[src/logic/mdcs_map.svh]
// Register map, field positions, reset values and timing counts of the
// device control and status bank. Included by the package, the checker and the bench.
`ifndef MDCS_MAP_SVH
`define MDCS_MAP_SVH

`define MDCS_ADDR_W 16
`define MDCS_OFF_CTRL 16'h0000
`define MDCS_OFF_STATUS 16'h0008
`define MDCS_OFF_EXT 16'h0018
`define MDCS_OFF_PBA 16'h1000

`define MDCS_CTRL_FD 0
`define MDCS_CTRL_AUTO_SPEED_DETECT_ENABLE 5
`define MDCS_CTRL_SLU 6
`define MDCS_CTRL_SPD_LO 8
`define MDCS_CTRL_SPD_HI 9
`define MDCS_CTRL_FRCSPD 11
`define MDCS_CTRL_FRCDPLX 12
`define MDCS_CTRL_ADVWAKE 20
`define MDCS_CTRL_GRST 26
`define MDCS_CTRL_PHYRST 31
`define MDCS_CTRL_RST_VAL 32'h0010_0200
`define MDCS_CTRL_WMASK 32'hD810_1B61

`define MDCS_ST_FD 0
`define MDCS_ST_LU 1
`define MDCS_ST_TRANSMIT_PAUSED 4
`define MDCS_ST_SPD_LO 6
`define MDCS_ST_SPD_HI 7
`define MDCS_ST_DETECTED_SPEED_VALUE_LO 8
`define MDCS_ST_DETECTED_SPEED_VALUE_HI 9
`define MDCS_ST_PHY_RESET_SEEN_FLAG 10
`define MDCS_ST_MASTER 19

`define MDCS_EXT_SPEED_DETECT_TRIGGER 0
`define MDCS_EXT_MDIS 1

`define MDCS_PBA_RST_VAL 32'h0000_0014

`define MDCS_RESP_OKAY 2'h0
`define MDCS_RESP_DECERR 2'h3

`define MDCS_CLK_PERIOD_NS 10
`define MDCS_GRST_TIME_NS 1000
`define MDCS_GRST_CYCLES (`MDCS_GRST_TIME_NS / `MDCS_CLK_PERIOD_NS)
`define MDCS_GRST_CNT_W 8

`endif

[src/logic/mdcs_pkg.sv]
// Types shared by the control and status bank and its link resolver.
// Assumes mdcs_map.svh is on the include path.
`include "mdcs_map.svh"
package mdcs_pkg;
  typedef logic [31:0] mdcs_word_t;
  typedef logic [1:0] mdcs_speed_t;
  typedef logic [`MDCS_ADDR_W-1:0] mdcs_addr_t;
  typedef logic [`MDCS_GRST_CNT_W-1:0] mdcs_cnt_t;
endpackage : mdcs_pkg

[src/logic/mdcs_link_if.sv]
// Carrier between the register bank and the link resolver.
// Assumes both ends run on the same clock.
`timescale 1ns/100ps
interface mdcs_link_if;
  import mdcs_pkg::*;
  logic link_up_enable;
  logic force_speed;
  logic force_duplex;
  logic ctrl_fd;
  mdcs_speed_t ctrl_speed;
  logic auto_speed_detect_enable;
  logic asd_trigger;
  logic phy_link;
  logic phy_fd;
  mdcs_speed_t phy_speed;
  mdcs_speed_t sensed_speed;
  logic fc_symmetric;
  logic xoff_rx;
  logic xon_rx;
  logic pause_expired;
  logic mac_fd;
  mdcs_speed_t mac_speed;
  mdcs_speed_t asd_value;
  logic link_established;
  logic transmit_paused;
  modport ctl (output link_up_enable, force_speed, force_duplex, ctrl_fd, ctrl_speed, auto_speed_detect_enable,
    asd_trigger, phy_link, phy_fd, phy_speed, sensed_speed, fc_symmetric, xoff_rx, xon_rx,
    pause_expired, input mac_fd, mac_speed, asd_value, link_established, transmit_paused);
  modport res (input link_up_enable, force_speed, force_duplex, ctrl_fd, ctrl_speed, auto_speed_detect_enable,
    asd_trigger, phy_link, phy_fd, phy_speed, sensed_speed, fc_symmetric, xoff_rx, xon_rx,
    pause_expired, output mac_fd, mac_speed, asd_value, link_established, transmit_paused);
endinterface : mdcs_link_if

[src/logic/mdcs_top.sv]
// Device control and status register bank with an AXI4-Lite slave port.
// Assumes PHY-side pins are asynchronous and pause and bus-master inputs
// come from logic on aclk.
// Notes on behaviour
// - Control bit 31 high holds the internal PHY in reset.
// - Written duplex and speed may be overridden by other settings and negotiation.
// - Half duplex sends carrier extension and accepts extended and burst frames.
// - Global reset restores power-on values except configuration space.
// - Packet buffer allocation keeps its value across a global reset.
// - Status bit 0 shows MAC duplex, one for full.
// - Status bit 1 shows PHY link, valid only with link-up enabled.
// - Status bit 4 set by XOFF pause, cleared by timer expiry or XON.
// - Status bits 7:6 give speed 00, 01, and 1x for gigabit.
// - Speed follows PHY unless forced by software or auto-detection.
// - Auto-detection sets MAC speed once after the PHY link rises.
// - Status bits 9:8 hold detected speed, triggerable by software.
// - Status bit 10 resets to one, set on PHY reset, cleared by writing 0.
// - Status bit 19 reads 0 when master disabled and nothing pending.
// - Wake advertisement control gates the auxiliary power indication.
// - Low power states downshift PHY speed unless the disable bit is set.
// - Link recognition, transmit and receive need link-up enable set.
// - Writing control bit 26 starts global reset; the bit self-clears.
`timescale 1ns/100ps
module mdcs_top
  import mdcs_pkg::*;
(
  input wire logic aclk,
  input wire logic aresetn,
  input wire logic [`MDCS_ADDR_W-1:0] s_axi_awaddr,
  input wire logic s_axi_awvalid,
  output logic s_axi_awready,
  input wire logic [31:0] s_axi_wdata,
  input wire logic [3:0] s_axi_wstrb,
  input wire logic s_axi_wvalid,
  output logic s_axi_wready,
  output logic [1:0] s_axi_bresp,
  output logic s_axi_bvalid,
  input wire logic s_axi_bready,
  input wire logic [`MDCS_ADDR_W-1:0] s_axi_araddr,
  input wire logic s_axi_arvalid,
  output logic s_axi_arready,
  output logic [31:0] s_axi_rdata,
  output logic [1:0] s_axi_rresp,
  output logic s_axi_rvalid,
  input wire logic s_axi_rready,
  input wire logic phy_link,
  input wire logic phy_full_duplex,
  input wire logic [1:0] phy_speed_indication,
  input wire logic [1:0] line_speed_sensed,
  input wire logic auxiliary_power_present,
  input wire logic fc_symmetric,
  input wire logic xoff_received,
  input wire logic xon_received,
  input wire logic pause_timer_expired,
  input wire logic master_requests_pending,
  input wire logic low_power_state,
  input wire logic low_power_speed_downshift_disable,
  output logic internal_phy_reset,
  output logic device_reset_active,
  output logic mac_traffic_enable,
  output logic full_duplex_flag,
  output logic [1:0] mac_speed,
  output logic carrier_extension_enable,
  output logic burst_receive_enable,
  output logic cold_wake_advertised,
  output logic speed_downshift_enable,
  output logic [31:0] packet_buffer_allocation
);
  localparam int PIN_W = 7;

  function automatic logic addr_is(input mdcs_addr_t addr, input mdcs_addr_t off);
    addr_is = (addr[`MDCS_ADDR_W-1:2] == off[`MDCS_ADDR_W-1:2]);
  endfunction : addr_is

  function automatic logic addr_mapped(input mdcs_addr_t addr);
    addr_mapped = addr_is(addr, `MDCS_OFF_CTRL) | addr_is(addr, `MDCS_OFF_STATUS) |
      addr_is(addr, `MDCS_OFF_EXT) | addr_is(addr, `MDCS_OFF_PBA);
  endfunction : addr_mapped

  logic [PIN_W-1:0] pin_raw;
  logic [PIN_W-1:0] pin_meta_r;
  logic [PIN_W-1:0] pin_sync_r;
  mdcs_link_if lnk ();

  mdcs_word_t ctrl_r;
  logic master_disable_r;
  logic asd_trigger_r;
  logic phy_reset_seen_flag_r;
  mdcs_word_t pba_r;
  logic grst_r;
  mdcs_cnt_t grst_cnt_r;
  logic core_rst_n;

  logic aw_held_r;
  logic w_held_r;
  mdcs_addr_t awaddr_r;
  mdcs_word_t wdata_r;
  logic [3:0] wstrb_r;
  logic bvalid_r;
  logic [1:0] bresp_r;
  logic rvalid_r;
  logic [1:0] rresp_r;
  mdcs_word_t rdata_r;
  logic wr_fire;
  mdcs_word_t wr_mask;
  mdcs_word_t ctrl_nxt;
  mdcs_word_t status_word;

  // Asynchronous pins go through two flip-flops before anything reads them.
  assign pin_raw = {auxiliary_power_present, line_speed_sensed, phy_speed_indication,
    phy_full_duplex, phy_link};

  genvar gi;
  generate
    for (gi = 0; gi < PIN_W; gi++) begin : g_sync
      always_ff @(posedge aclk) begin
        if (!aresetn) begin
          pin_meta_r[gi] <= 1'b0;
          pin_sync_r[gi] <= 1'b0;
        end else begin
          pin_meta_r[gi] <= pin_raw[gi];
          pin_sync_r[gi] <= pin_meta_r[gi];
        end
      end
    end
  endgenerate

  // Global reset stretch: counted on the power-on reset only, so it always ends.
  always_ff @(posedge aclk) begin
    if (!aresetn) begin
      grst_r <= 1'b0;
      grst_cnt_r <= '0;
    end else if (grst_r) begin
      grst_cnt_r <= mdcs_cnt_t'(grst_cnt_r + 1'b1);
      if (grst_cnt_r == mdcs_cnt_t'(`MDCS_GRST_CYCLES - 1)) begin
        grst_r <= 1'b0;
      end
    end else if (wr_fire && addr_is(awaddr_r, `MDCS_OFF_CTRL) && wr_mask[`MDCS_CTRL_GRST] &&
                 wdata_r[`MDCS_CTRL_GRST]) begin
      grst_r <= 1'b1;
      grst_cnt_r <= '0;
    end
  end

  // Everything but the bus slave, the stretch counter, the buffer allocation, the pin synchronisers
  // and the output registers returns to power-on values; the bus stays alive so software can poll.
  assign core_rst_n = aresetn & ~grst_r;

  // AXI4-Lite write side: address and data are taken independently.
  assign s_axi_awready = ~aw_held_r & ~bvalid_r;
  assign s_axi_wready = ~w_held_r & ~bvalid_r;
  assign wr_fire = aw_held_r & w_held_r & ~bvalid_r;

  always_ff @(posedge aclk) begin
    if (!aresetn) begin
      aw_held_r <= 1'b0;
      awaddr_r <= '0;
    end else if (s_axi_awvalid && s_axi_awready) begin
      aw_held_r <= 1'b1;
      awaddr_r <= s_axi_awaddr;
    end else if (wr_fire) begin
      aw_held_r <= 1'b0;
    end
  end

  always_ff @(posedge aclk) begin
    if (!aresetn) begin
      w_held_r <= 1'b0;
      wdata_r <= '0;
      wstrb_r <= 4'h0;
    end else if (s_axi_wvalid && s_axi_wready) begin
      w_held_r <= 1'b1;
      wdata_r <= s_axi_wdata;
      wstrb_r <= s_axi_wstrb;
    end else if (wr_fire) begin
      w_held_r <= 1'b0;
    end
  end

  always_ff @(posedge aclk) begin
    if (!aresetn) begin
      bvalid_r <= 1'b0;
      bresp_r <= `MDCS_RESP_OKAY;
    end else if (wr_fire) begin
      bvalid_r <= 1'b1;
      bresp_r <= addr_mapped(awaddr_r) ? `MDCS_RESP_OKAY : `MDCS_RESP_DECERR;
    end else if (s_axi_bready) begin
      bvalid_r <= 1'b0;
    end
  end

  assign wr_mask = {{8{wstrb_r[3]}}, {8{wstrb_r[2]}}, {8{wstrb_r[1]}}, {8{wstrb_r[0]}}};
  assign ctrl_nxt = ((ctrl_r & ~wr_mask) | (wdata_r & wr_mask)) & `MDCS_CTRL_WMASK;

  always_ff @(posedge aclk) begin
    if (!core_rst_n) begin
      ctrl_r <= `MDCS_CTRL_RST_VAL;
    end else if (wr_fire && addr_is(awaddr_r, `MDCS_OFF_CTRL)) begin
      ctrl_r <= ctrl_nxt;
    end
  end

  // The detection trigger is a one-cycle strobe and reads back as zero.
  always_ff @(posedge aclk) begin
    if (!core_rst_n) begin
      master_disable_r <= 1'b0;
      asd_trigger_r <= 1'b0;
    end else begin
      asd_trigger_r <= wr_fire && addr_is(awaddr_r, `MDCS_OFF_EXT) && wstrb_r[0] &&
        wdata_r[`MDCS_EXT_SPEED_DETECT_TRIGGER];
      if (wr_fire && addr_is(awaddr_r, `MDCS_OFF_EXT) && wstrb_r[0]) begin
        master_disable_r <= wdata_r[`MDCS_EXT_MDIS];
      end
    end
  end

  // Held in reset the PHY keeps the flag set, even against a clearing write.
  always_ff @(posedge aclk) begin
    if (!core_rst_n) begin
      phy_reset_seen_flag_r <= 1'b1;
    end else if (ctrl_r[`MDCS_CTRL_PHYRST]) begin
      phy_reset_seen_flag_r <= 1'b1;
    end else if (wr_fire && addr_is(awaddr_r, `MDCS_OFF_STATUS) && wstrb_r[1] &&
                 !wdata_r[`MDCS_ST_PHY_RESET_SEEN_FLAG]) begin
      phy_reset_seen_flag_r <= 1'b0;
    end
  end

  always_ff @(posedge aclk) begin
    if (!aresetn) begin
      pba_r <= `MDCS_PBA_RST_VAL;
    end else if (wr_fire && addr_is(awaddr_r, `MDCS_OFF_PBA)) begin
      pba_r <= (pba_r & ~wr_mask) | (wdata_r & wr_mask);
    end
  end

  always_comb begin
    status_word = '0;
    status_word[`MDCS_ST_FD] = lnk.mac_fd;
    status_word[`MDCS_ST_LU] = lnk.link_established;
    status_word[`MDCS_ST_TRANSMIT_PAUSED] = lnk.transmit_paused;
    status_word[`MDCS_ST_SPD_HI:`MDCS_ST_SPD_LO] = lnk.mac_speed;
    status_word[`MDCS_ST_DETECTED_SPEED_VALUE_HI:`MDCS_ST_DETECTED_SPEED_VALUE_LO] = lnk.asd_value;
    status_word[`MDCS_ST_PHY_RESET_SEEN_FLAG] = phy_reset_seen_flag_r;
    status_word[`MDCS_ST_MASTER] = ~(master_disable_r & ~master_requests_pending);
  end

  // AXI4-Lite read side: one read in flight, answered the cycle after it is taken.
  assign s_axi_arready = ~rvalid_r;

  always_ff @(posedge aclk) begin
    if (!aresetn) begin
      rvalid_r <= 1'b0;
      rresp_r <= `MDCS_RESP_OKAY;
      rdata_r <= '0;
    end else if (s_axi_arvalid && s_axi_arready) begin
      rvalid_r <= 1'b1;
      rresp_r <= addr_mapped(s_axi_araddr) ? `MDCS_RESP_OKAY : `MDCS_RESP_DECERR;
      if (addr_is(s_axi_araddr, `MDCS_OFF_CTRL)) begin
        rdata_r <= ctrl_r | {5'h00, grst_r, 26'h0000000};
      end else if (addr_is(s_axi_araddr, `MDCS_OFF_STATUS)) begin
        rdata_r <= status_word;
      end else if (addr_is(s_axi_araddr, `MDCS_OFF_EXT)) begin
        rdata_r <= {30'h00000000, master_disable_r, 1'b0};
      end else if (addr_is(s_axi_araddr, `MDCS_OFF_PBA)) begin
        rdata_r <= pba_r;
      end else begin
        rdata_r <= '0;
      end
    end else if (s_axi_rready) begin
      rvalid_r <= 1'b0;
    end
  end

  assign lnk.link_up_enable = ctrl_r[`MDCS_CTRL_SLU];
  assign lnk.force_speed = ctrl_r[`MDCS_CTRL_FRCSPD];
  assign lnk.force_duplex = ctrl_r[`MDCS_CTRL_FRCDPLX];
  assign lnk.ctrl_fd = ctrl_r[`MDCS_CTRL_FD];
  assign lnk.ctrl_speed = ctrl_r[`MDCS_CTRL_SPD_HI:`MDCS_CTRL_SPD_LO];
  assign lnk.auto_speed_detect_enable = ctrl_r[`MDCS_CTRL_AUTO_SPEED_DETECT_ENABLE];
  assign lnk.asd_trigger = asd_trigger_r;
  assign lnk.phy_link = pin_sync_r[0];
  assign lnk.phy_fd = pin_sync_r[1];
  assign lnk.phy_speed = pin_sync_r[3:2];
  assign lnk.sensed_speed = pin_sync_r[5:4];
  assign lnk.fc_symmetric = fc_symmetric;
  assign lnk.xoff_rx = xoff_received;
  assign lnk.xon_rx = xon_received;
  assign lnk.pause_expired = pause_timer_expired;

  mdcs_link_resolve mdcs_link_resolve_i (
    .aclk(aclk),
    .rst_n(core_rst_n),
    .lnk(lnk)
  );

  // Outputs are all registered so downstream MAC logic sees clean levels.
  always_ff @(posedge aclk) begin
    if (!aresetn) begin
      internal_phy_reset <= 1'b0;
      mac_traffic_enable <= 1'b0;
      full_duplex_flag <= 1'b0;
      mac_speed <= 2'h0;
      carrier_extension_enable <= 1'b0;
      burst_receive_enable <= 1'b0;
      cold_wake_advertised <= 1'b0;
      speed_downshift_enable <= 1'b0;
    end else begin
      internal_phy_reset <= ctrl_r[`MDCS_CTRL_PHYRST];
      mac_traffic_enable <= lnk.link_established;
      full_duplex_flag <= lnk.mac_fd;
      mac_speed <= lnk.mac_speed;
      carrier_extension_enable <= ~lnk.mac_fd;
      burst_receive_enable <= ~lnk.mac_fd;
      cold_wake_advertised <= ctrl_r[`MDCS_CTRL_ADVWAKE] & pin_sync_r[6];
      speed_downshift_enable <= low_power_state & ~low_power_speed_downshift_disable;
    end
  end

  assign device_reset_active = grst_r;
  assign packet_buffer_allocation = pba_r;
  assign s_axi_bvalid = bvalid_r;
  assign s_axi_bresp = bresp_r;
  assign s_axi_rvalid = rvalid_r;
  assign s_axi_rresp = rresp_r;
  assign s_axi_rdata = rdata_r;
endmodule : mdcs_top

[src/logic/mdcs_link_resolve.sv]
// Resolves the MAC duplex, speed, link and pause state from PHY and control inputs.
// Assumes synchronised PHY inputs and a synchronous active-low reset that also
// covers the global device reset.
`timescale 1ns/100ps
module mdcs_link_resolve
  import mdcs_pkg::*;
(
  input wire logic aclk,
  input wire logic rst_n,
  mdcs_link_if.res lnk
);
  logic link_seen;
  logic link_rise;
  logic link_d_r;
  logic phy_fd_r;
  logic mac_fd_r;
  mdcs_speed_t asd_speed_r;
  mdcs_speed_t asd_value_r;
  mdcs_speed_t mac_speed_r;
  logic link_est_r;
  logic transmit_paused_r;

  // The link indication is ignored entirely unless link-up is enabled.
  assign link_seen = lnk.phy_link & lnk.link_up_enable;
  assign link_rise = link_seen & ~link_d_r;

  always_ff @(posedge aclk) begin
    if (!rst_n) begin
      link_d_r <= 1'b0;
      link_est_r <= 1'b0;
    end else begin
      link_d_r <= link_seen;
      link_est_r <= link_seen;
    end
  end

  // Duplex from the PHY is sampled only on the asserting edge of the link.
  always_ff @(posedge aclk) begin
    if (!rst_n) begin
      phy_fd_r <= 1'b0;
    end else if (link_rise) begin
      phy_fd_r <= lnk.phy_fd;
    end
  end

  // The auto-detected speed is applied once per link-up and held after that.
  always_ff @(posedge aclk) begin
    if (!rst_n) begin
      asd_speed_r <= 2'h0;
    end else if (link_rise && lnk.auto_speed_detect_enable) begin
      asd_speed_r <= lnk.sensed_speed;
    end
  end

  always_ff @(posedge aclk) begin
    if (!rst_n) begin
      asd_value_r <= 2'h0;
    end else if ((link_rise && lnk.auto_speed_detect_enable) || lnk.asd_trigger) begin
      asd_value_r <= lnk.sensed_speed;
    end
  end

  always_ff @(posedge aclk) begin
    if (!rst_n) begin
      mac_fd_r <= 1'b0;
      mac_speed_r <= 2'h0;
    end else begin
      mac_fd_r <= lnk.force_duplex ? lnk.ctrl_fd : phy_fd_r;
      if (lnk.force_speed) begin
        mac_speed_r <= lnk.ctrl_speed;
      end else if (lnk.auto_speed_detect_enable) begin
        mac_speed_r <= asd_speed_r;
      end else begin
        mac_speed_r <= lnk.phy_speed;
      end
    end
  end

  // A pause request in the same cycle as a release keeps transmission paused.
  always_ff @(posedge aclk) begin
    if (!rst_n) begin
      transmit_paused_r <= 1'b0;
    end else if (lnk.fc_symmetric && lnk.xoff_rx) begin
      transmit_paused_r <= 1'b1;
    end else if (lnk.pause_expired || lnk.xon_rx || !lnk.fc_symmetric) begin
      transmit_paused_r <= 1'b0;
    end
  end

  assign lnk.mac_fd = mac_fd_r;
  assign lnk.mac_speed = mac_speed_r;
  assign lnk.asd_value = asd_value_r;
  assign lnk.link_established = link_est_r;
  assign lnk.transmit_paused = transmit_paused_r;
endmodule : mdcs_link_resolve

[config.mk]
export PLATFORM = sky130hd
export DESIGN_NAME = mdcs_top
export DESIGN_NICKNAME = d
export VERILOG_FILES = /design/src/logic/mdcs_pkg.sv /design/src/logic/mdcs_link_if.sv /design/src/logic/mdcs_top.sv /design/src/logic/mdcs_link_resolve.sv
export VERILOG_INCLUDE_DIRS = /design/src /design/src/logic
export SDC_FILE = /design/constraint.sdc
export NUM_CORES = 1
export LEC_CHECK = 0
export ABC_CLOCK_PERIOD_IN_PS = 1700
export BUFFER_PORTS_ARGS = -buffer_cell sky130_fd_sc_hd__buf_2
export CORE_MARGIN = 1.5
export CORE_UTILIZATION = 47
export DETAILED_ROUTE_END_ITERATION = 16
export PLACE_DENSITY = 0.75
export SYNTH_ARGS = -nofsm -noshare
export SYNTH_HDL_FRONTEND = slang
export SYNTH_SLANG_ARGS = --single-unit
[constraint.sdc]
create_clock -name aclk -period 1.7 [get_ports aclk]
set_input_delay 0 -clock aclk [delete_from_list [all_inputs] [get_ports aclk]]
set_output_delay 0 -clock aclk [all_outputs]
set_load 0.1 [all_outputs]
; Yosys cells after proc, flatten, opt, wreduce, memory -nomap -nowiden
; Index checks and enable logic that the tools add are counted.
[word_totals]
register_bits = 180
input_bits = 89
out_inout_bits = 83
elab_cells = 139
[classes]
addsub = 1
eq_ne = 7
muxes = 23
bitwise = 34
n_reduce_logical = 29
[op_table]
columns = cell, count
row1 = 32-bit two-way mux, 4
row2 = 32-bit AND, 3
row3 = 32-bit bitwise OR, 2
row4 = 32-bit NOT, 1
row5 = 32-bit by 27-bit bitwise OR with 32-bit output, 1
row6 = 14-bit by 11-bit equality test with 1-bit output (second input constant), 2
row7 = 14-bit by 2-bit equality test with 1-bit output (second input constant), 2
row8 = 14-bit by 3-bit equality test with 1-bit output (second input constant), 2
row9 = 14-bit zero test, 2
row10 = 8-bit two-way mux, 2
row11 = 1-bit logical AND, 15
row12 = 1-bit two-way mux, 13
row13 = 2-bit nonzero test, 6
row14 = 1-bit NOT, 11
row15 = 1-bit AND, 10
row16 = 8-bit by 1-bit adder with 8-bit output (second input constant), 1
row17 = 8-bit by 7-bit equality test with 1-bit output (second input constant), 1
row18 = 2-bit two-way mux, 4
row19 = 1-bit bitwise OR, 6
row20 = 1-bit logical OR, 3
row21 = 1-bit zero test, 2
row22 = 2-bit OR reduction, 1

; Depth between registers and ports, before layout
; Gate-level depths: netlist of run 1.
[logic_depth]
ltp_word = 7
ltp_mapped = 6
depth_no_buf = 5

; Hierarchy
; A second synthesis of run 1 with hierarchy kept.
[unflattened]
cells_unflattened = 791
hier_area_um2 = 7114.3
[modules_own_cells]
columns = module, instances, cells_per_inst, area_each_um2, seq_area_each_um2
row1 = mdcs_top, 1, 750, 6688.9, 3323.2
row2 = mdcs_link_resolve, 1, 41, 425.4, 200.2

; Worst setup path before layout of run 1
; OpenSTA, ideal clock, no wires.
[synth_timing]
kind = reg-to-reg
start = reg bvalid_r (netlist: s_axi_bvalid)
end = reg wdata_r[10]
setup_ns = 0.070
arrival_ns = 3.120
required_ns = 1.630
setup_slack_ns = -1.490
stages_incl_launch_ff = 7
path_cell_list = dfxtp_1 nor2_1 and2_1 clkbuf_1 clkbuf_1 nand2_1 a21oi_1
[synth_via]
elab_chain_cells = 3
[synth_rtl]
columns = element, line_no
row1 = start: declaration, mdcs_top.sv:99  ; logic bvalid_r;
row2 = start signal: assignment, mdcs_top.sv:182  ; bvalid_r <= 1'b0;
row3 = start signal: assignment, mdcs_top.sv:185  ; bvalid_r <= 1'b1;
row4 = start signal: assignment, mdcs_top.sv:188  ; bvalid_r <= 1'b0;
row5 = 1-bit NOT, mdcs_top.sv:151  ; assign s_axi_wready = ~w_held_r & ~bvalid_r;
row6 = 1-bit AND, mdcs_top.sv:151
row7 = named net s_axi_wready, mdcs_top.sv:35  ; output logic s_axi_wready,
row8 = 1-bit logical AND, mdcs_top.sv:171  ; end else if (s_axi_wvalid && s_axi_wready) begin
row9 = end signal: assignment, mdcs_top.sv:173  ; wdata_r <= s_axi_wdata;
row10 = end: declaration, mdcs_top.sv:97  ; mdcs_word_t wdata_r;
; The timed path passes the listed nets, and every way through them passes these cells.
; A chain may end at the register's enable or synchronous reset.

==> impl_results.md, run 1 <==
- Outcome: complete, no violations
- Area growth syn-to-layout: 38.9%
- Crit-path cells: nor4_4 > buf_4 > nand4_1 > buf_6 > clkbuf_16 > o21ai_0 > a21oi_1
- Die area: 14900 um^2
- Largest family of logic cells by synthesized area: simple AND/OR/NAND/NOR gates
- Routed len/inst: 16.5 um
- DRC Markers: 0
- Simple-Gate Fraction of Synth Area: 22.7%
- Skew-Pair Late Insertion Delay: 430 ps
- Rel. slew slack: 52.8%
- Sequential power share: 46.4%
- Via Count: 6530
- Post-synthesis mux area share: 3.31%
- First-pass GRT wire length: 30.7 mm
- Pins Over Slew Limit: 0
- CP bufs+invs: 3
- Syn Inst Count: 761
- Worst setup slack after layout: 31.2 ps
- Hold Fails Final Rpt: 0
- Worst r2r src: awaddr_r[14]$_SDFFE_PN0P_
- Clk slew on worst S/H paths: 70 ps
- Yosys cell types: 51
- N_diodes: 0
- Clock sink total: 176
- Setup CP Type: flop to flop
- Compound-Gate Fraction of Synth Area: 16.7%
- FMAX: 0.599 GHz
- ANT nets after route: 0
- Total negative slack: 0 ps
- IO Port Bufs: 167
- Pre-Repair DR Iteration Count: 5
- HPWL after DPL: 12.6 mm
- Overflow after GRT: 0
- Setup-failing EPs final: 0
- Final core utilization: 66.6%
- Data required, critical path: 2000 ps
- Most common cell after layout, fill and taps aside: dfxtp_1
- DRT iter0 DRCs: 608
- Inserted Clock Buffers: 17
- Switching pwr: 2.40 mW
- Max cap viols: 0
- Maximum clock path buffer count: 2
- Final min period: 1670 ps
- Crit path max-delay family: buffers and inverters
- Synth Area in XOR/XNOR: 0.263%
- Nature of the critical path endpoint: flop
- Total GRT Usage: 26.5%
- Syn Area/Cell: 8.75 um^2
- Hold slack: 20.7 ps
- VDD IR max: 0.594 mV
- GP Congestion: 0.849
- Via density: 5.48
- Initial antenna violation count: 0
- P_leak: 3.83 nW
- Leading area contributor after synthesis: dfxtp_1
- Sw Share: 25.7%
- Root Buffer: clkbuf_16
- Core area: 13900 um^2
- Setup crit start kind: flop
- Power Density: 1010 nW/um^2
- Largest cells by area after synthesis: dfxtp_1, nand2_1, a21oi_1
- Slowest cell on crit path: dfxtp_2
- Vias in the first global route: 6028
- Pre-CTS setup slack: -2.38 ps
- CTS tree: yes
- H-tree depth: 4
- Die X: 122 um
- Clock power share: 43.0%
- Final Routed Wirelength: 19.7 mm
- Num rows: 43
- Yosys warnings: 0
- Commonest cells after routing, fill and taps aside: dfxtp_1, buf_2, nand2_1
- Combinational share of power: 10.7%
- I/O pins: 172
- Hold path start: s_axi_awvalid
- Share of cells above drive strength 1: 26.9%
- Die H: 122 um
- FF+latch count, synth: 176
- Net count after synthesis: 851
- Synthesized area: 6660 um^2
- Worst min-delay path class: input pin to flop
- Synth Area in Adders: 0.188%
- Crit-path max FO: 18
- Slew @ Worst Pin: 706 ps
- Fin nets: 1088
- Critical Path Start: awaddr_r[14]$_SDFFE_PN0P_
- Top cell type's share of synthesized area: 52.9%
- Largest net degree at the start of global routing: 47
- Register area share after synthesis: 52.9%
- CP arrival: 1970 ps
- Clock Skew: 6.31 ps
- P_int: 6.95 mW
- Max stage delay on crit path: 340 ps
- Starting Density: 48.0%
- Final Cycle Share: 98.2%
[power groups by stage]
stage / Clock, mW / Sequential, mW / Combinational [mW]
3_3_place_gp: 0 / 4.42 / 0.816
6_report: 4.02 / 4.34 / 0.996
4_1_cts: 4.06 / 4.33 / 0.950
5_1_grt: 4.23 / 4.34 / 1.08
2_1_floorplan: 0 / 4.46 / 0.510
3_5_place_dp: 0 / 4.42 / 0.824
[through the flow]
stage          cell area, um^2  instances  power [mW]
4_1_cts                   9120       1188        9.34
2_1_floorplan             6750        761        4.97
5_1_grt                   9250       1191        9.65
3_3_place_gp              7820       1087        5.23
3_5_place_dp              7820       1087        5.25
6_report                  9250       1191        9.35
[worst register-to-register path, cell delays in order (launching register included)]
cell	delay, ps
dfxtp_2	340
nor4_4	320
buf_4	210
nand4_1	100
buf_6	160
clkbuf_16	170
o21ai_0	160
a21oi_1	90
[synthesized netlist by cell type (all sizes together)]
| master | n |
|---|---|
| o21ai | 56 |
| buf | 14 |
| nor2 | 28 |
| o211ai | 2 |
| ha | 1 |
| and4bb | 1 |
| a21o | 1 |
| a311o | 1 |
| nor3 | 4 |
| nand4 | 43 |
| nor4 | 8 |
| and2 | 22 |
| mux2i | 22 |
| nand4b | 1 |
| or4 | 3 |
| or3 | 4 |
| a31oi | 2 |
| clkbuf | 42 |
| inv | 6 |
| o221ai | 3 |
| nand2b | 8 |
| nand3b | 7 |
| and3b | 1 |
| nand3 | 12 |
| o31ai | 6 |
| and4 | 1 |
| a211oi | 1 |
| o41ai | 1 |
| nor3b | 1 |
| o31a | 1 |
| or2 | 1 |
| nor2b | 5 |
| o22ai | 4 |
| a22oi | 4 |
| a22o | 14 |
| xor2 | 2 |
| a32oi | 1 |
| and3 | 4 |
| dfxtp | 176 |
| o311ai | 1 |
| nand2 | 148 |
| a2111oi | 1 |
| a21oi | 97 |
[worst paths after layout]
| check | cells past startpoint | endpoint | slack (ps) |
|---|---|---|---|
| setup / recovery | 7 | flop | 30 |
| hold / removal | 4 | awaddr_r[6]$_SDFFE_PN0P_ | 20 |
| setup reg to reg | 7 | flop | 30 |
| hold reg to reg | 1 | lnk.phy_link$_SDFF_PN0_ | 430 |
[logic make-up after synthesis]
| logic type | after synthesis |
|---|---|
| AO/OA/AOI/OAI | 196 |
| XOR/XNOR | 2 |
| adder cells (fa/ha/maj) | 1 |
| buffers and inverters | 62 |
| flip-flops | 176 |
| multiplexers | 22 |
| AND/OR/NAND/NOR | 302 |
[area by class of cell]
cell class | instances | area (um^2)
timing repair buffer | 274 | 1870
sequential | 176 | 3540
clock buffer | 19 | 464
clock inverter | 13 | 153
inverter | 6 | 22.5
fill | 1090 | 4630
tap | 180 | 225
multi-input combinational | 523 | 2980
[timing repair]
| action | 4_1_cts | 5_1_grt |
|---|---|---|
| endpoints found under the setup margin | 13 | 63 |
| hold buffers | 68 | 0 |
| setup buffers | 1 | 2 |
| gates resized for setup | 1 | 54 |
| pin swaps | 1 | 3 |
| hold endpoints to repair | 66 | 0 |
| gates cloned | 0 | 1 |
[per-layer routing]
layer / track usage, % / wire, um
met5: 0 / 0
met4: 11.0 / 518
met3: 5.76 / 1630
met2: 40.9 / 9100
met1: 36.1 / 8410
No activity file was read; power rests on OpenSTA's default activity.
==> run 2: changes to the inputs <==
Settings changed: GPL_TIMING_DRIVEN from default to 0, SLEW_MARGIN from default to 20.
==> run 2 against run 1 <==
Compared with the run above:
- the run now ends with hold timing, setup timing left
- setup slack worse by 90 ps
- combinational power rose by 6%
- cell count increased by 3.1%
- count of clock-buffer cells in the layout shrank 1
- hold slack got worse by 22 ps
- global-route usage increased by 2.0 points
- die area stayed put
- clock power is 1% higher
- flip-flop and latch count unchanged
- wire length increased by 7.0%
==> impl_results.md, run 2 (synthesized netlist as in run 1, its figures left out) <==
- Outcome: finished with violations
- Failing checks: hold timing, setup timing
- Pre-CTS setup slack: -375 ps (-372 ps)
- Switching pwr: 2.42 mW (+0.75%)
- Final Cycle Share: 103% (+5.3 points)
- P_int: 7.03 mW (+1.2%)
- Crit-path max FO: 5 (-13)
- Most common cell after layout, fill and taps aside: buf_2
- Fin nets: 1125 (+3.4%)
- Non-filler cells, final: 1228 (+3.1%)
- Skew-Pair Late Insertion Delay: 430 ps (about the same)
- Clk slew on worst S/H paths: 70 ps (about the same)
- Routed len/inst: 17.1 um (+3.8%)
- Commonest cells after routing, fill and taps aside: buf_2, dfxtp_1, nand2_1
- Sw Share: 25.6% (-0.083 points)
- Via density: 5.49 (+0.18%)
- DRT iter0 DRCs: 678 (+12%)
- Power Total: 9.45 mW (+1.1%)
- Inserted Clock Buffers: 17 (unchanged)
- IO Port Bufs: 164 (-1.8%)
- Clock power share: 42.9% (about the same)
- N_diodes: 0 (unchanged)
- Setup CP Type: flop to flop
- Clock Skew: 5.91 ps (-0.405 ps)
- Final min period: 1760 ps (+89.8 ps)
- Total GRT Usage: 28.6% (+2.0 points)
- Largest net degree at the start of global routing: 17 (-64%)
- Share of cells above drive strength 1: 25.9% (-1.0 points)
- Setup crit start kind: flop
- Pre-Repair DR Iteration Count: 5 (unchanged)
- Reg area: 3540 um^2 (+0.14%)
- Max cap viols: 0 (unchanged)
- HPWL after DPL: 14.0 mm (+11%)
- Die H: 122 um (unchanged)
- Multi-input gate area: 2990 um^2 (+0.55%)
- Pins Over Slew Limit: 0 (unchanged)
- Clock sink total: 176 (unchanged)
- Dpl cells: 1105 (+1.7%)
- Slew @ Worst Pin: 668 ps (-38.6 ps)
- Core area: 13900 um^2 (unchanged)
- Via Count: 6745 (+3.3%)
- Maximum clock path buffer count: 2 (unchanged)
- ANT nets after route: 0 (unchanged)
- RSZ-0062 raised after global routing: true
- Data required, critical path: 2020 ps (+20 ps)
- Root Buffer: clkbuf_16
- Final Routed Wirelength: 21.0 mm (+7.0%)
- VDD IR max: 0.783 mV (+32%)
- Overflow after GRT: 0 (unchanged)
- Nature of the critical path endpoint: flop
- Vias in the first global route: 6474 (+7.4%)
- Rel. slew slack: 55.5% (+2.7 points)
- Starting Density: 48.0% (unchanged)
- P_leak: 3.87 nW (+0.99%)
- Worst setup slack after layout: -58.6 ps (-89.8 ps)
- DRC Markers: 0 (unchanged)
- FILL cells: 1087 (-0.28%)
- Sequential power share: 45.9% (-0.5 points)
- Hold Fails Final Rpt: 1 (+1)
- FMAX: 0.569 GHz (-5.1%)
- I/O pins: 172 (unchanged)
- CP arrival: 2080 ps (+110 ps)
- Worst min-delay path class: input pin to flop
- First-pass GRT wire length: 32.6 mm (+6.2%)
- Num rows: 43 (unchanged)
- Power Density: 1000 nW/um^2 (-1.0%)
- Setup-failing EPs final: 9 (+9)
- H-tree depth: 4 (unchanged)
- Combinational share of power: 11.2% (+0.5 points)
- Die X: 122 um (unchanged)
- GP Congestion: 0.893 (+5.1%)
- Area growth syn-to-layout: 41.8%
- Initial antenna violation count: 0 (unchanged)
- Hold slack: -1.26 ps (-21.9 ps)
- CTS tree: yes
- Die area: 14900 um^2 (unchanged)
-- run 2: cell count changes in the layout (fill, tap and decap cells not counted), sizes merged --
cell         delta
clkinv          -1
clkinvlp        +1
buf            -12
bufinv          +1
clkbuf         +36
dlygate4sd3    +12
-- run 2: power groups by stage --
stage / registers [mW] / logic, mW / clock network [mW]
6_report: 4.34 / 1.06 / 4.06
2_1_floorplan: 4.46 / 0.510 / 0
5_1_grt: 4.34 / 1.13 / 4.26
3_5_place_dp: 4.42 / 0.823 / 0
4_1_cts: 4.33 / 1.00 / 4.08
3_3_place_gp: 4.42 / 0.817 / 0
-- run 2: area by class of cell --
| type | instances | area share, % |
|---|---|---|
| Inverter | 6 | 0.238 |
| Sequential cell | 176 | 37.5 |
| Buffer | 54 | 3.29 |
| Tap cell | 180 | 2.38 |
| Clock inverter | 14 | 1.89 |
| Multi-Input combinational cell | 523 | 31.7 |
| Timing Repair Buffer | 257 | 18.3 |
| Clock buffer | 18 | 4.65 |
-- run 2: metal layers --
layer / vias to the layer above / part of all wire [%] / routed length (um) / GRT usage (%)
met4: 0 / 2.8 / 582 / 11.3
met1: 3097 / 43 / 9000 / 36.8
li1: 3239 / - / - / -
met2: 349 / 47 / 9830 / 47.5
met3: 60 / 7.7 / 1630 / 5.10
met5: - / 0 / 0 / 0
-- run 2: worst paths after layout --
path	start	slack [ps]	depth (start not counted)	end
worst max register to register	awaddr_r[6]$_SDFFE_PN0P_	-60	7	flop
worst min register to register	pin_meta_r[1]$_SDFF_PN0_	430	1	lnk.phy_fd$_SDFF_PN0_
worst min-delay path	aresetn	-1	3	flop
worst max-delay path	awaddr_r[6]$_SDFFE_PN0P_	-60	7	flop
-- run 2: worst max-delay path: stages (launching register included) --
cell and delay [ps]:
dfxtp_2 340, nor4_4 260, buf_4 190, and4_1 230, buf_6 130, buf_6 120
a31oi_1 90, a311o_1 290
-- run 2: repair_timing --
item	CTS	global route
setup buffers	10	2
endpoints found under the setup margin	62	66
gates cloned	0	1
hold buffers	80	0
pin swaps	5	30
endpoints found under the hold margin	66	0
gates resized for setup	10	61
-- run 2: metrics by stage --
| stage | utilization (%) | cell area, um^2 | setup TNS, ps |
|---|---|---|---|
| CTS | 67.2 | 9330 | 0 |
| finish | 68.0 | 9440 | -257 |
| global route | 68.0 | 9440 | -881 |
| global placement | 56.1 | 7790 | -11640 |
| floorplan | - | 6750 | -1650 |
| detailed placement | 56.1 | 7790 | -13120 |
==> run 3: changes to the inputs <==
Settings changed: CELL_PAD_IN_SITES_DETAIL_PLACEMENT from default to 1, CELL_PAD_IN_SITES_GLOBAL_PLACEMENT from default to 2, CORE_UTILIZATION 47 to 28, PLACE_DENSITY 0.75 to default, PLACE_DENSITY_LB_ADDON from default to 0.1.
==> run 3 against run 2 <==
Compared with the run above:
- the flow finishes with violations (setup timing)
- setup slack improved by 22 ps
- first-iteration DRC count decreased by 61%
- total power increased by 0.83%
- sequential power about the same
- final area increased by 3.5%
- die area increased by 66%
- global-route usage decreased by 7.9 points
==> impl_results.md, run 3 (synthesized netlist as in run 1, its figures left out) <==
- Vias in the first global route: 6892 (+6.5%)
- Power Total: 9.53 mW (+0.83%)
- Maximum clock path buffer count: 2 (unchanged)
- Largest net degree at the start of global routing: 17 (unchanged)
- Inserted Clock Buffers: 17 (unchanged)
- Via density: 4.79 (-13%)
- Root Buffer: clkbuf_16
- Hold path start: s_axi_wvalid
- Worst r2r src: awaddr_r[14]$_SDFFE_PN0P_
- Worst min-delay path class: input pin to flop
- Final Routed Wirelength: 24.7 mm (+17%)
- Via Count: 6545 (-3.0%)
- Skew-Pair Late Insertion Delay: 430 ps (about the same)
- Setup-failing EPs final: 4 (-5)
- Hold Fails Final Rpt: 0 (-1)
- Non-filler cells, final: 1367 (+11%)
- FILL cells: 2796 (+160%)
- Placed cell areas: 7970 um^2 (+2.2%)
- CTS tree: yes
- Post-route cell area: 9780 um^2 (+3.5%)
- VDD IR max: 0.569 mV (-27%)
- Num rows: 56 (+30%)
- Hold Crit Depth: 4 (+1)
- Share of cells above drive strength 1: 29.3% (+3.4 points)
- Hold path endpoint: wdata_r[0]$_SDFFE_PN0P_
- Clock sink total: 176 (unchanged)
- Outcome: finished with violations
- Clock Skew: 11.5 ps (+5.61 ps)
- H-tree depth: 4 (unchanged)
- Die X: 157 um (+29%)
- CP arrival: 2050 ps (-30 ps)
- Clk slew on worst S/H paths: 70 ps (about the same)
- Starting Density: 28.5% (-20 points)
- IO Port Bufs: 164 (unchanged)
- Rel. slew slack: 49.0% (-6.5 points)
- Total GRT Usage: 20.7% (-7.9 points)
- Worst R2R Path Depth: 6 (-1)
- Overflow after GRT: 0 (unchanged)
- Failing checks: setup timing
- Final Cycle Share: 102% (-1.3 points)
- Routed len/inst: 18.1 um (+5.5%)
- FMAX: 0.576 GHz (+1.2%)
- Power Density: 975 nW/um^2 (-2.6%)
- Setup crit start kind: flop
- Area growth syn-to-layout: 46.8%
- HPWL after DPL: 18.3 mm (+30%)
- RSZ-0062 raised after global routing: true
- Hold slack: 69.4 ps (+70.6 ps)
- Worst setup slack after layout: -37.0 ps (+21.6 ps)
- Die area: 24700 um^2 (+66%)
- GP Congestion: 0.822 (-8.0%)
- Nature of the critical path endpoint: flop
- P_leak: 3.92 nW (+1.3%)
- Data required, critical path: 2020 ps (about the same)
- Die H: 157 um (+29%)
- Setup CP Type: flop to flop
- I/O pins: 172 (unchanged)
- Critical Path Start: awaddr_r[14]$_SDFFE_PN0P_
- Slew @ Worst Pin: 765 ps (+97.0 ps)
- Crit-path max FO: 6 (+1)
- DRC Markers: 0 (unchanged)
- Fin nets: 1125 (unchanged)
- Pins Over Slew Limit: 0 (unchanged)
- Max cap viols: 0 (unchanged)
- First-pass GRT wire length: 38.6 mm (+18%)
- N_diodes: 0 (unchanged)
- Initial antenna violation count: 0 (unchanged)
- R2R setup slack: -40 ps (+20 ps)
- Commonest cells after routing, fill and taps aside: buf_2, dfxtp_1, nand2_1
- ANT nets after route: 0 (unchanged)
- Final min period: 1740 ps (-21.6 ps)
- Pre-Repair DR Iteration Count: 4 (-1)
- Core area: 23400 um^2 (+69%)
- Dpl cells: 1244 (+13%)
- DRT iter0 DRCs: 264 (-61%)
[run 3: cell type report]
cell class | count | area, um^2 | area share (%)
Sequential cell | 176 | 3540 | 36.2
Multi-Input combinational cell | 523 | 3140 | 32.1
Timing Repair Buffer | 257 | 1730 | 17.7
Clock buffer | 18 | 429 | 4.39
Tap cell | 319 | 399 | 4.08
Buffer | 54 | 335 | 3.43
Clock inverter | 14 | 178 | 1.82
Inverter | 6 | 22.5 | 0.230
[run 3: how the worst max path moves through the flow]
| stage | to | slack (ps) | cells past startpoint |
|---|---|---|---|
| floorplan | wdata_r[10]$_SDFFE_PN0P_ | -50 | 6 |
| global placement | asd_trigger_r$_SDFF_PN0_ | -500 | 4 |
| detailed placement | grst_cnt_r[7]$_SDFFE_PN0P_ | -530 | 4 |
| CTS | flop | -40 | 7 |
| global route | flop | -90 | 6 |
| finish | flop | -40 | 6 |
[run 3: power by group]
group | switching, mW | internal (mW) | total [mW]
registers | 0.106 | 4.24 | 4.34
clock network | 1.76 | 2.34 | 4.10
logic | 0.661 | 0.427 | 1.09
[run 3: what timing repair did]
| action | 4_1_cts | 5_1_grt |
|---|---|---|
| hold endpoints to repair | 67 | 0 |
| setup endpoints to repair | 76 | 82 |
| setup buffers | 16 | 3 |
| hold buffers | 74 | 0 |
| pin swaps | 14 | 14 |
| resized for setup | 33 | 96 |
[run 3: routing by layer]
metal | GRT usage [%] | vias up | wire (um)
li1 | - | 3222 | -
met1 | 27.5 | 3188 | 11700
met2 | 34.6 | 121 | 11800
met3 | 3.80 | 14 | 939
met4 | 4.90 | 0 | 242
met5 | 0 | - | 0
[run 3: worst max-delay path: stages (launching register included)]
cell and delay [ps]:
dfxtp_1 340, nor4_4 270, buf_4 190, and4_4 280, buf_8 130, a31oi_4 70
a311o_1 330
[run 3: stage by stage]
| step | TNS [ps] | setup slack (ps) | utilization (%) |
|---|---|---|---|
| 6_report | -95.4 | -37.0 | 41.8 |
| 5_1_grt | -1270 | -92.7 | 41.8 |
| 4_1_cts | -41.9 | -41.9 | 40.7 |
| 3_5_place_dp | -20200 | -525 | 34.0 |
| 3_3_place_gp | -19350 | -502 | 34.0 |
| 2_1_floorplan | -1650 | -53.4 | - |
